$ cat config.mk
export PLATFORM = sky130hd
export DESIGN_NAME = program_sequencer_stack
export DESIGN_NICKNAME = d
export VERILOG_FILES = /design/src/common/seq_pkg.sv /design/src/common/stack_if.sv /design/src/rtl/return_stack.sv /design/src/rtl/program_sequencer_stack.sv
export SDC_FILE = /design/constraint.sdc
export NUM_CORES = 1
export LEC_CHECK = 0
export ABC_AREA = 1
export BUFFER_PORTS_ARGS = -buffer_cell sky130_fd_sc_hd__buf_2
export CAP_MARGIN = 20
export CORE_AREA = 2 2 172 174
export CTS_BUF_LIST = sky130_fd_sc_hd__clkbuf_2
export CTS_CLUSTER_DIAMETER = 100
export DETAILED_ROUTE_END_ITERATION = 10
export DIE_AREA = 0 0 174 176
export PLACE_DENSITY = 0.56
export RECOVER_POWER = 50
export SLEW_MARGIN = 25
export SYNTH_ARGS = -nofsm -noshare
export SYNTH_HDL_FRONTEND = slang
export SYNTH_SLANG_ARGS = --single-unit
export TNS_END_PERCENT = 20
$ cat constraint.sdc
create_clock -name i_clk_sys -period 10 [get_ports i_clk_sys]
set_input_delay 2.5 -clock i_clk_sys [delete_from_list [all_inputs] [get_ports i_clk_sys]]
set_output_delay 2.5 -clock i_clk_sys [all_outputs]
set_load 0.01 [all_outputs]
$ cat src/common/seq_pkg.sv
// Package of constants and types for the program sequencer and its return stack.
package seq_pkg;

  // Address widths and stack depth per variant (13/12/11 bits, 12/8/6 levels).
  localparam int PC_WIDTH_DEF    = 13;
  localparam int STACK_DEPTH_DEF = 12;
  localparam int LOW_BYTE_W      = 8;

  // Avalon-MM byte offsets.
  localparam logic [3:0] OFS_LOW_BYTE = 4'h0;
  localparam logic [3:0] OFS_STATUS = 4'h4;
  localparam logic [3:0] OFS_INT_EN = 4'h8;

  // Status register field positions.
  localparam int STATUS_CARRY_BIT = 0;
  localparam int STATUS_ZERO_BIT  = 1;

  // Reset values.
  localparam logic [7:0] INT_EN_RESET = 8'h00;
  localparam logic [7:0] RESET_VECTOR = 8'h00;

  // Interrupt sources in priority order, highest first.
  localparam int NUM_INT = 6;
  localparam logic [7:0] VEC_TABLE [NUM_INT] = '{8'h04, 8'h08, 8'h0c, 8'h10, 8'h14, 8'h18};

  typedef enum logic [2:0] {
    OP_NEXT      = 3'h0,
    OP_SKIP      = 3'h1,
    OP_BRANCH    = 3'h2,
    OP_CALL      = 3'h3,
    OP_SUB_EXIT  = 3'h4,
    OP_INT_EXIT  = 3'h5,
    OP_LOW_LOAD  = 3'h6,
    OP_LOW_ADD   = 3'h7
  } op_type;

  typedef enum logic [1:0] {
    ST_RUN   = 2'b00,
    ST_DUMMY = 2'b01
  } seq_state_type;

endpackage : seq_pkg

$ cat src/common/stack_if.sv
// Interface between the sequencer and its hardware return stack.
`timescale 1ns/1ps
`default_nettype none
interface stack_if #(parameter int PC_W = 13);
  logic            push;
  logic            pop;
  logic [PC_W-1:0] push_addr;
  logic [PC_W-1:0] top_addr;
  logic            full;
  logic            overflow;

  modport seq (output push, output pop, output push_addr,
               input top_addr, input full, input overflow);
  modport stk (input push, input pop, input push_addr,
               output top_addr, output full, output overflow);
endinterface : stack_if
`default_nettype wire

$ cat src/rtl/return_stack.sv
// Hardware return stack holding program counter values.
`timescale 1ns/1ps
`default_nettype none
module return_stack
  import seq_pkg::*;
#(
  parameter int DEPTH = STACK_DEPTH_DEF,
  parameter int PC_W  = PC_WIDTH_DEF
) (
  input  wire logic i_clk_sys,
  input  wire logic i_rst_b,
  input  wire logic i_ce,
  stack_if.stk      bus
);
  localparam int LW = $clog2(DEPTH + 1);
  localparam logic [LW-1:0] LEVEL_FULL = LW'(DEPTH);

  logic [PC_W-1:0] entry_reg [DEPTH];
  logic [LW-1:0]   level_reg;
  logic            overflow_reg;

  wire             is_full   = (level_reg == LEVEL_FULL);
  wire             is_empty  = (level_reg == '0);
  wire [LW-1:0]    top_index = is_empty ? '0 : level_reg - LW'(1);
  // A push into a full stack overwrites the top entry: the previous top return is lost.
  wire [LW-1:0]    push_index = is_full ? top_index : level_reg;
  wire [LW-1:0]    level_next = bus.push ? (is_full ? level_reg : level_reg + LW'(1))
                              : (bus.pop && !is_empty) ? level_reg - LW'(1) : level_reg;

  assign bus.top_addr = entry_reg[top_index];
  assign bus.full     = is_full;
  assign bus.overflow = overflow_reg;

  always_ff @(posedge i_clk_sys or negedge i_rst_b) begin
    if (!i_rst_b) begin
      level_reg    <= '0;
      overflow_reg <= 1'b0;
    end else if (i_ce) begin
      level_reg    <= level_next;
      overflow_reg <= overflow_reg | (bus.push & is_full);
    end
  end

  always_ff @(posedge i_clk_sys) begin
    if (i_ce && bus.push) begin
      entry_reg[push_index] <= bus.push_addr;
    end
  end

  chk_push_stores: assert property (@(posedge i_clk_sys) disable iff (!i_rst_b)
    i_ce && bus.push |=> bus.top_addr == $past(bus.push_addr))
    else $error("pushed address not on top of stack");

  chk_level_bound: assert property (@(posedge i_clk_sys) disable iff (!i_rst_b)
    level_reg <= LEVEL_FULL)
    else $error("stack level beyond depth");

endmodule : return_stack
`default_nettype wire

$ cat src/rtl/program_sequencer_stack.sv
// Program counter sequencing with return stack, vectors and low byte register access.
`timescale 1ns/1ps
`default_nettype none
module program_sequencer_stack
  import seq_pkg::*;
#(
  parameter int PC_W  = PC_WIDTH_DEF,
  parameter int DEPTH = STACK_DEPTH_DEF
) (
  input  wire logic                 i_clk_sys,
  input  wire logic                 i_rst_b,
  input  wire logic                 i_ce,
  // Avalon-MM slave.
  input  wire logic [3:0]           i_avs_address,
  input  wire logic                 i_avs_read,
  input  wire logic                 i_avs_write,
  input  wire logic [31:0]          i_avs_writedata,
  output logic      [31:0]          o_avs_readdata,
  output logic                      o_avs_waitrequest,
  // Instruction decoder side.
  input  wire logic                 i_step,
  input  wire logic [2:0]           i_op,
  input  wire logic [PC_W-1:0]      i_target,
  input  wire logic [7:0]           i_operand,
  output logic                      o_hold,
  output logic                      o_dummy_cycle,
  // Interrupt sources: pending request flags kept by each source.
  input  wire logic [NUM_INT-1:0]   i_int_req,
  output logic      [NUM_INT-1:0]   o_int_ack,
  // Program memory side.
  output logic      [PC_W-1:0]      o_fetch_addr,
  output logic                      o_stack_full,
  output logic                      o_stack_overflow,
  output logic                      o_alu_carry
);

  // ---------------------------------------------------------------- state
  seq_state_type          state_reg;
  seq_state_type          state_next;
  logic [PC_W-1:0]        pc_reg;
  logic [PC_W-1:0]        pc_next;
  logic [NUM_INT-1:0]     int_en_reg;
  logic [NUM_INT-1:0]     int_ack_reg;
  logic                   carry_reg;
  logic                   zero_reg;
  logic                   ack_reg;
  logic [31:0]            readdata_reg;

  stack_if #(.PC_W(PC_W)) stk ();

  return_stack #(
    .DEPTH (DEPTH),
    .PC_W  (PC_W)
  ) u_stack (
    .i_clk_sys (i_clk_sys),
    .i_rst_b   (i_rst_b),
    .i_ce      (i_ce),
    .bus       (stk.stk)
  );

  // ---------------------------------------------------------------- decode
  op_type op;
  assign op = op_type'(i_op);

  wire in_run    = (state_reg == ST_RUN);
  wire exec      = i_ce && i_step && in_run;
  wire is_next   = exec && (op == OP_NEXT);
  wire is_skip   = exec && (op == OP_SKIP);
  wire is_branch = exec && (op == OP_BRANCH);
  wire is_call   = exec && (op == OP_CALL);
  wire is_return = exec && ((op == OP_SUB_EXIT) || (op == OP_INT_EXIT));
  wire is_low_ld = exec && (op == OP_LOW_LOAD);
  wire is_low_add = exec && (op == OP_LOW_ADD);

  // ---------------------------------------------------------------- bus
  wire bus_req     = i_avs_read || i_avs_write;
  wire sel_low     = (i_avs_address == OFS_LOW_BYTE);
  wire sel_status  = (i_avs_address == OFS_STATUS);
  wire sel_int_en  = (i_avs_address == OFS_INT_EN);
  wire bus_done    = i_ce && bus_req && ack_reg;
  wire bus_low_wr  = bus_done && i_avs_write && sel_low;
  wire bus_en_wr   = bus_done && i_avs_write && sel_int_en;

  // The decoder must not step while a low byte write is pending, so the two
  // sources of a page jump never collide in one cycle.
  assign o_hold = i_avs_write && sel_low;

  logic [31:0] read_value;
  // The low counter byte, status and interrupt enable are mapped.
  // Stack contents and pointer are not mapped.
  always_comb begin
    read_value = 32'h0000_0000;
    if (sel_low) begin
      read_value[LOW_BYTE_W-1:0] = pc_reg[LOW_BYTE_W-1:0];
    end else if (sel_status) begin
      read_value[STATUS_CARRY_BIT] = carry_reg;
      read_value[STATUS_ZERO_BIT]  = zero_reg;
    end else if (sel_int_en) begin
      read_value[NUM_INT-1:0] = int_en_reg;
    end
  end

  assign o_avs_waitrequest = bus_req && !ack_reg;
  assign o_avs_readdata    = readdata_reg;

  always_ff @(posedge i_clk_sys or negedge i_rst_b) begin
    if (!i_rst_b) begin
      ack_reg      <= 1'b0;
      readdata_reg <= 32'h0000_0000;
    end else if (i_ce) begin
      ack_reg      <= bus_req && !ack_reg;
      if (bus_req && !ack_reg) begin
        readdata_reg <= read_value;
      end
    end
  end

  always_ff @(posedge i_clk_sys or negedge i_rst_b) begin
    if (!i_rst_b) begin
      int_en_reg <= INT_EN_RESET[NUM_INT-1:0];
    end else if (bus_en_wr) begin
      int_en_reg <= i_avs_writedata[NUM_INT-1:0];
    end
  end

  // ---------------------------------------------------------------- interrupts
  logic [NUM_INT-1:0] int_live;
  genvar g;
  generate
    for (g = 0; g < NUM_INT; g++) begin : g_int_gate
      assign int_live[g] = i_int_req[g] && int_en_reg[g];
    end
  endgenerate

  logic [NUM_INT-1:0] int_pick;
  logic [7:0]         int_vector;
  always_comb begin
    int_pick   = '0;
    int_vector = RESET_VECTOR;
    for (int i = NUM_INT - 1; i >= 0; i--) begin
      if (int_live[i]) begin
        int_pick   = '0;
        int_pick[i] = 1'b1;
        int_vector = VEC_TABLE[i];
      end
    end
  end

  // Interrupts are taken only behind a plain instruction, so a branch, skip or
  // return in flight always completes first. A return frees a level and the
  // next plain instruction lets a waiting request in.
  // Acknowledge withheld while full.
  wire int_take = is_next && (int_live != '0) && !stk.full && !bus_low_wr;

  // ---------------------------------------------------------------- ALU
  // Computed jump: the low counter byte plus an operand, carry kept.
  wire [LOW_BYTE_W:0] low_sum = {1'b0, pc_reg[LOW_BYTE_W-1:0]} + {1'b0, i_operand};

  always_ff @(posedge i_clk_sys or negedge i_rst_b) begin
    if (!i_rst_b) begin
      carry_reg <= 1'b0;
      zero_reg  <= 1'b0;
    end else if (is_low_add) begin
      carry_reg <= low_sum[LOW_BYTE_W];
      zero_reg  <= (low_sum[LOW_BYTE_W-1:0] == 8'h00);
    end
  end

  // ---------------------------------------------------------------- counter
  wire [PC_W-1:0] pc_inc  = pc_reg + PC_W'(1);
  wire [PC_W-1:0] pc_page = {pc_reg[PC_W-1:LOW_BYTE_W], 8'h00};
  wire [PC_W-1:0] pc_vec  = PC_W'(int_vector);

  // Call and acknowledge push the return address.
  // A call is never blocked by a full stack.
  assign stk.push      = is_call || int_take;
  assign stk.pop       = is_return;
  assign stk.push_addr = pc_reg;

  always_comb begin
    pc_next    = pc_reg;
    state_next = state_reg;
    if (!i_ce) begin
      pc_next    = pc_reg;
      state_next = state_reg;
    end else if (bus_low_wr) begin
      pc_next    = pc_page | PC_W'(i_avs_writedata[LOW_BYTE_W-1:0]);
      state_next = ST_DUMMY;
    end else if (!in_run) begin
      // The dummy cycle fetches the new target; nothing executes.
      pc_next    = pc_inc;
      state_next = ST_RUN;
    end else if (int_take) begin
      pc_next    = pc_vec;
      state_next = ST_DUMMY;
    end else if (is_skip) begin
      pc_next    = pc_inc;
      state_next = ST_DUMMY;
    end else if (is_branch || is_call) begin
      pc_next    = i_target;
      state_next = ST_DUMMY;
    end else if (is_return) begin
      pc_next    = stk.top_addr;
      state_next = ST_DUMMY;
    end else if (is_low_ld) begin
      pc_next    = pc_page | PC_W'(i_operand);
      state_next = ST_DUMMY;
    end else if (is_low_add) begin
      pc_next    = pc_page | PC_W'(low_sum[LOW_BYTE_W-1:0]);
      state_next = ST_DUMMY;
    end else if (is_next) begin
      pc_next    = pc_inc;
      state_next = ST_RUN;
    end
  end

  always_ff @(posedge i_clk_sys or negedge i_rst_b) begin
    if (!i_rst_b) begin
      pc_reg      <= '0;
      state_reg   <= ST_RUN;
      int_ack_reg <= '0;
    end else if (i_ce) begin
      pc_reg      <= pc_next;
      state_reg   <= state_next;
      int_ack_reg <= int_take ? int_pick : '0;
    end
  end

  assign o_fetch_addr     = pc_reg;
  assign o_dummy_cycle    = (state_reg == ST_DUMMY);
  assign o_int_ack        = int_ack_reg;
  assign o_stack_full     = stk.full;
  assign o_stack_overflow = stk.overflow;
  assign o_alu_carry      = carry_reg;

  // ---------------------------------------------------------------- checks
  chk_plain_increment: assert property (@(posedge i_clk_sys) disable iff (!i_rst_b)
    is_next && !int_take && !bus_low_wr |=> pc_reg == $past(pc_reg) + PC_W'(1))
    else $error("plain instruction did not advance counter by one");

  chk_skip_dummy: assert property (@(posedge i_clk_sys) disable iff (!i_rst_b)
    is_skip && !bus_low_wr |=> o_dummy_cycle && pc_reg == $past(pc_reg) + PC_W'(1))
    else $error("skip did not insert dummy cycle");

  chk_pcl_page_jump: assert property (@(posedge i_clk_sys) disable iff (!i_rst_b)
    bus_low_wr |=> o_dummy_cycle
      && pc_reg[PC_W-1:LOW_BYTE_W] == $past(pc_reg[PC_W-1:LOW_BYTE_W])
      && pc_reg[LOW_BYTE_W-1:0] == $past(i_avs_writedata[LOW_BYTE_W-1:0]))
    else $error("low byte write left page or skipped dummy");

  chk_branch_target: assert property (@(posedge i_clk_sys) disable iff (!i_rst_b)
    (is_branch || is_call) && !bus_low_wr |=> pc_reg == $past(i_target))
    else $error("branch target not loaded");

  chk_vector_load: assert property (@(posedge i_clk_sys) disable iff (!i_rst_b)
    int_take |=> pc_reg == PC_W'($past(int_vector)) && o_int_ack == $past(int_pick)
      ##1 pc_reg == PC_W'($past(int_vector, 2)) + PC_W'(1))
    else $error("interrupt vector not loaded");

  chk_full_withhold: assert property (@(posedge i_clk_sys) disable iff (!i_rst_b)
    stk.full |-> !int_take)
    else $error("interrupt acknowledged with full stack");

  chk_return_restore: assert property (@(posedge i_clk_sys) disable iff (!i_rst_b)
    is_return && !bus_low_wr |=> pc_reg == $past(stk.top_addr) && o_dummy_cycle)
    else $error("return did not restore counter");

  chk_call_roundtrip: assert property (@(posedge i_clk_sys) disable iff (!i_rst_b)
    is_call && !bus_low_wr && !stk.full |=> stk.top_addr == $past(pc_reg))
    else $error("call did not push return address");

  chk_alu_status: assert property (@(posedge i_clk_sys) disable iff (!i_rst_b)
    is_low_add && !bus_low_wr |=> carry_reg == $past(low_sum[LOW_BYTE_W])
      && pc_reg[LOW_BYTE_W-1:0] == $past(low_sum[LOW_BYTE_W-1:0]))
    else $error("computed jump result or carry wrong");

endmodule : program_sequencer_stack
`default_nettype wire

=== Yosys cells after proc, flatten, opt, wreduce, memory -nomap -nowiden ===
Memories as Yosys holds them, arrays and structs flattened.
Index checks and enable logic that the tools add are counted.

* Memory bits (writable): 156
* Word-level logic and storage cells: 121
* Memories kept: 1
* Output and inout port bits: 57
* Register bits: 43

* Reductions and logical operators: 45
* Muxes and demuxes: 43
* Equal/unequal tests: 13
* Bitwise gates (word level): 5
* Add/sub/neg operators: 4

{| class="wikitable"
|+ Memory list
! memory !! words !! width !! rd ports !! clocked after memory_dff !! wr ports !! line !! text
|-
| u_stack.entry_reg || 12 || 13 || 1 || 0 || 1 || return_stack.sv:18 || <nowiki>logic [PC_W-1:0] entry_reg [DEPTH];</nowiki>
|}

{| class="wikitable"
|+ Operators with widths
! kind !! count
|-
| 2-to-1 mux 13 bit || 9
|-
| 2-to-1 mux 6 bit || 9
|-
| 2-to-1 mux 8 bit || 5
|-
| bitwise OR 13 x 8 -> 13 bit || 3
|-
| logical AND 1 bit || 27
|-
| 2-to-1 mux 4 bit || 6
|-
| 2-to-1 mux 2 bit || 11
|-
| adder 13 x 1 -> 13 bit, second input constant || 1
|-
| equality test 3 bit, second input constant || 4
|-
| adder 8 x 8 -> 9 bit || 1
|-
| != test 9 x 1 -> 1 bit, second input constant || 1
|-
| equality test 4 bit, second input constant || 2
|-
| zero test 4 bit || 2
|-
| zero test 8 bit || 1
|-
| equality test 3 x 2 -> 1 bit, second input constant || 2
|-
| nonzero test 6 bit || 1
|-
| 2-to-1 mux 5 bit || 1
|-
| adder 4 x 1 -> 4 bit, second input constant || 1
|-
| equality test 4 x 3 -> 1 bit, second input constant || 1
|-
| zero test 1 bit || 4
|-
| logical OR 1 bit || 4
|-
| AND reduction 2 bit || 2
|-
| subtractor 4 x 1 -> 4 bit, second input constant || 1
|-
| equality test 3 x 1 -> 1 bit, second input constant || 1
|-
| other kinds (9) || 10
|}

=== Longest topological paths before layout ===
* Depth after elaboration: 12
* Mapped depth: 20
* Gate-level depth less buffers: 16

=== Hierarchy ===
From an unflattened synthesis, not the netlist that was laid out.

* Cells, all modules: 1144
* Area, all modules: 10473.8 um2

{| class="wikitable"
|+ By module, submodules not included
! module !! instances !! cells each !! area each (um2)
|-
| return_stack || 1 || 661 || 7293.2
|-
| program_sequencer_stack || 1 || 483 || 3180.6
|}

=== Least setup slack after synthesis ===
OpenSTA, ideal clock, no wires.

* Path kind: input -> output
* Start: in i_avs_address[1]
* End: out o_hold
* Arrival time: 3.099 ns
* Cell stages on the path: 4
* Slack: 4.401 ns
* Buffers on the path: 0
* Path through: or2_4 nor2_4 nand2_2 nor2_1

* Cells in the longest elaborated chain, start to end: 2

{| class="wikitable"
|+ Ends and longest elaborated chain
! what !! line !! text
|-
| start: declaration || program_sequencer_stack.sv:14 || <nowiki>input wire logic [3:0] i_avs_address,</nowiki>
|-
| zero test 4 bit || program_sequencer_stack.sv:77 || <nowiki>wire sel_low = (i_avs_address == OFS_LOW_BYTE);</nowiki>
|-
| logical AND 1 bit || program_sequencer_stack.sv:86 || <nowiki>assign o_hold = i_avs_write && sel_low;</nowiki>
|-
| end: declaration || program_sequencer_stack.sv:25 || <nowiki>output logic o_hold,</nowiki>
|}

Every way passes these cells.

=== Final worst setup path ===
Same ends and word-level chain as after synthesis.

==> run summary <==
The latest clock arrival within the worst-skew pair came out at 0.75 ns. The number of instances in the synthesized netlist is 1085. The level count of the clock H-tree came out at 4.

TritonCTS created 17 clock buffers. The number of standard cells in the final layout excluding fillers is 1559. The smallest hold slack is 0.498 ns. Of all nets on the critical path, the largest fanout is 3. The routability congestion estimate from global placement is 0.886.

The number of instances in the placed design came out at 1525. In this run, the number of DRC markers left after iteration 0 of detailed routing was 612. The clock period could shrink to 5.90 ns. The slowest stage of the critical path belongs to the cell sky130_fd_sc_hd__or2_0. The netlist area before placement is 10200 um^2. The quantity of I/O buffers inserted on ports is 80. In the finished design, the share of the clock period the worst path needs comes to 59.0%.

The vertical die dimension is 176 um. Detailed routing inserted a total of 7803 vias. The number of filler cells placed in the layout came out at 2934.

For this run, the detailed router's first-pass iteration total came to 5. The count of cells resized by post-cts repair is 0. The number of hold buffers added after CTS was 0. The number of rows created at floorplan came out at 62. The initial core utilization is 35.8%. The number of max-slew violations in the final report is 43.

The arrival time reported for the critical path endpoint is 3.40 ns. OpenSTA, run right after detailed placement, puts the worst setup slack at 4.21 ns. Entering global routing, the biggest net connects 80 pins. The number of warnings printed during yosys synthesis is 0.

After synthesis, the largest area contributor takes up 45.8% of total cell area. Across all setup checks in the final design, the least slack found is 4.10 ns. The count of boundary I/O pins is 129. The initial antenna violation count came out at 7. The wire length of the first global-routing pass came out at 42600 um. The die covers 30600 um^2. Clock tree synthesis selected as its root buffer the cell sky130_fd_sc_hd__clkbuf_2. The most used flip-flop cell after synthesis is sky130_fd_sc_hd__edfxtp_1.

In this run, synthesis inferred 156 flip-flops with an integrated enable. After synthesis, the mean cell area works out to 9.42 um^2. The power per cell area is 254 nW/um^2. The total of max-cap violations is 1.

The register with the most flip-flops in the layout has 156 of them. The area of the core is 28500 um^2. The critical path in this run is classified as input pin to output pin. The total clock sinks came out at 198. The final standard cell utilization of the core came out at 38.9%. The clock tree from TritonCTS is built. Setup violations remaining at the end of the flow were counted as 0. The routed wirelength normalized by instance count came out at 17.6 um. The share of synthesized area occupied by flip-flops and latches came out at 56.1%. The number of global-route vias before repair is 7381. IR analysis of the VDD net gives a maximum drop of 0.139 mV. The category of the worst setup path capture point is an output pin. The flow ran to the end, but the final reports show violations. Wires add up to 27500 um. Walking the worst path, the cells encountered are buf_2 -> or2_0 -> nor2_1 -> nand2_2 -> nor2_1 -> buf_2.

The critical path required time came out at 7.50 ns. In the final layout, the share of cells above drive strength 1 is 15.3%. Setup repair after global routing left no endpoint under its margin.

The clock edge transition at the registers on the reported setup and hold paths came out at 0.27 ns. The final global-route overflow total came out at 0. The width of the die came out at 174 um. The fmax came out at 169 MHz. The transition at the pin with the smallest max-transition slack is 2.60 ns. The total DRC errors in the routed layout came out at 0.

Sorting the synthesized cells by area gives the leading types as sky130_fd_sc_hd__edfxtp_1 46%, sky130_fd_sc_hd__nand2_1 11%, sky130_fd_sc_hd__dfrtp_1 10%. The clock tree skew after final layout came out at 0.0415 ns. The worst setup path is launched from an input pin.

The remaining antenna violation count came out at 0. After the last flow step, the layout net total stands at 1247. After routing, the total negative slack on setup checks comes to 0 ns. The library cell with the largest summed area after synthesis is sky130_fd_sc_hd__edfxtp_1.

Compared with the post-synthesis result, the final layout area differs by 8.67%. The leakage dissipation came out at 0.00473 uW. The flip-flop and latch count after synthesis is 198.

Global routing consumed, over all layers together, 18.2% of the routing resources. The maximum count of clock buffers along a single path came out at 2. In this run, distinct cell masters in the synthesized netlist total 47. The largest stage delay on the critical path is 0.25 ns. The tightest min-delay check is of the register to register type. The async set-or-reset flop fraction in the synthesized netlist is 21.2%. The wire-length estimate of the detail-placed layout is 18100 um. The worst-case headroom to the max-slew limit is -73.4%. The checks that failed: max-capacitance violations, max-slew violations. The via-per-instance ratio came out at 5.01. Once the clock tree was built, the setup fixing pass inserted 0 buffers. The count of endpoints failing hold in the final timing report is 0.
Yosys cell counts (2+ instances only):
| cell | instances |
|---|---|
| sky130_fd_sc_hd__o21ai_0 | 42 |
| sky130_fd_sc_hd__nand4_1 | 13 |
| sky130_fd_sc_hd__o211ai_1 | 10 |
| sky130_fd_sc_hd__a211oi_1 | 3 |
| sky130_fd_sc_hd__nand2_1 | 298 |
| sky130_fd_sc_hd__xnor2_1 | 6 |
| sky130_fd_sc_hd__nand2_4 | 5 |
| sky130_fd_sc_hd__nand3_2 | 2 |
| sky130_fd_sc_hd__nand3b_1 | 8 |
| sky130_fd_sc_hd__ha_1 | 14 |
| sky130_fd_sc_hd__nand3_1 | 166 |
| sky130_fd_sc_hd__clkbuf_1 | 5 |
| sky130_fd_sc_hd__dfrtp_1 | 42 |
| sky130_fd_sc_hd__edfxtp_1 | 156 |
| sky130_fd_sc_hd__nor2_2 | 4 |
| sky130_fd_sc_hd__nor2_4 | 8 |
| sky130_fd_sc_hd__o21ai_4 | 2 |
| sky130_fd_sc_hd__buf_6 | 8 |
| sky130_fd_sc_hd__nand2_2 | 8 |
| sky130_fd_sc_hd__nor2_1 | 69 |
| sky130_fd_sc_hd__a22oi_1 | 2 |
| sky130_fd_sc_hd__a21oi_1 | 32 |
| sky130_fd_sc_hd__xor2_1 | 9 |
| sky130_fd_sc_hd__nor3_1 | 6 |
| sky130_fd_sc_hd__o22ai_1 | 3 |
| sky130_fd_sc_hd__inv_1 | 74 |
| sky130_fd_sc_hd__nand4_4 | 2 |
| sky130_fd_sc_hd__or2_2 | 6 |
| sky130_fd_sc_hd__buf_4 | 32 |
| sky130_fd_sc_hd__buf_2 | 20 |
| sky130_fd_sc_hd__a22o_1 | 2 |
| sky130_fd_sc_hd__inv_2 | 12 |
| sky130_fd_sc_hd__a21oi_2 | 2 |
critical path: cells and delay by family:
family / cells / cell delay (ns)
AND/OR/NAND/NOR: 4 / 0.68
buffers and inverters: 2 / 0.22
area by class of cell:
cell class | count | area, um^2 | share of cell area (%)
clock inverter | 14 | 155 | 1.40
sequential | 198 | 5740 | 51.6
inverter | 89 | 355 | 3.20
timing repair buffer | 99 | 515 | 4.64
multi-input combinational | 755 | 3770 | 33.9
antenna | 2 | 5.00 | 0.0451
tap | 384 | 480 | 4.33
clock buffer | 18 | 90.1 | 0.811
cells by family (layout without fill, tap and decap cells):
family / count (synthesis) / in the layout / share of synthesized area [%]
muxes: 1 / 1 / 0.110
adders and majority gates: 15 / 15 / 1.91
xor gates and xnor gates: 15 / 15 / 1.29
DFF: 198 / 198 / 56.1
other: 1 / 26 / 0.0367
AOI/OAI and AO/OA: 103 / 103 / 5.94
buffers and inverters: 155 / 220 / 7.91
and+or+nand+nor: 597 / 597 / 26.7
routing by layer:
metal | GRT usage [%] | vias up | routed length (um) | share of wire (%)
li1 | - | 3774 | - | -
met1 | 25.1 | 3706 | 12500 | 46
met2 | 28.4 | 272 | 12400 | 45
met3 | 4.74 | 43 | 1880 | 6.8
met4 | 5.60 | 8 | 555 | 2.0
met5 | 0 | - | 56 | 0.20
layout by cell type (no fill, tap or decap), types with 11 or more instances in the layout:
master | synthesis | routed
sky130_fd_sc_hd__nand2_1 | 298 | 298
sky130_fd_sc_hd__nand3_1 | 166 | 166
sky130_fd_sc_hd__edfxtp_1 | 156 | 156
sky130_fd_sc_hd__buf_2 | 20 | 79
sky130_fd_sc_hd__inv_1 | 74 | 75
sky130_fd_sc_hd__nor2_1 | 69 | 70
sky130_fd_sc_hd__o21ai_0 | 42 | 42
sky130_fd_sc_hd__dfrtp_1 | 42 | 42
sky130_fd_sc_hd__a21oi_1 | 32 | 32
sky130_fd_sc_hd__conb_1 | 1 | 24
sky130_fd_sc_hd__clkbuf_2 | 0 | 18
sky130_fd_sc_hd__ha_1 | 14 | 14
sky130_fd_sc_hd__nand4_1 | 13 | 13
sky130_fd_sc_hd__buf_4 | 32 | 12
sky130_fd_sc_hd__inv_2 | 12 | 11
worst paths after layout:
kind                                                   from                                 to  slack, ns  depth (start not counted)
min in group asynchronous                           i_rst_b          int_en_reg[1]$_DFFE_PN0P_       2.61                          2
min                        u_stack.bus.overflow$_DFFE_PN0P_   u_stack.bus.overflow$_DFFE_PN0P_       0.50                          2
max reg2reg                u_stack.level_reg[1]$_DFFE_PN0P_  u_stack.entry_reg[7][7]$_DFFE_PP_       6.05                          9
max in group asynchronous                           i_rst_b   u_stack.bus.overflow$_DFFE_PN0P_       5.94                          2
max                                        i_avs_address[1]                             o_hold       4.10                          6
min reg2reg                u_stack.bus.overflow$_DFFE_PN0P_   u_stack.bus.overflow$_DFFE_PN0P_       0.50                          2
power by group:
part | leakage, uW | internal, uW | switching [uW]
Sequential | 0.00196 | 1020 | 114
Combinational | 0.00262 | 381 | 904
Clock | 0.000148 | 104 | 302
Total | 0.00473 | 1500 | 1320
metrics by stage:
stage | power [uW] | area, um^2
finish | 2820 | 11100
global route | 3050 | 11100
CTS | 2850 | 11100
detailed placement | 2450 | 10900
global placement | 2430 | 10900
floorplan | 2060 | 10300
Power figures use the tool's default switching activity.
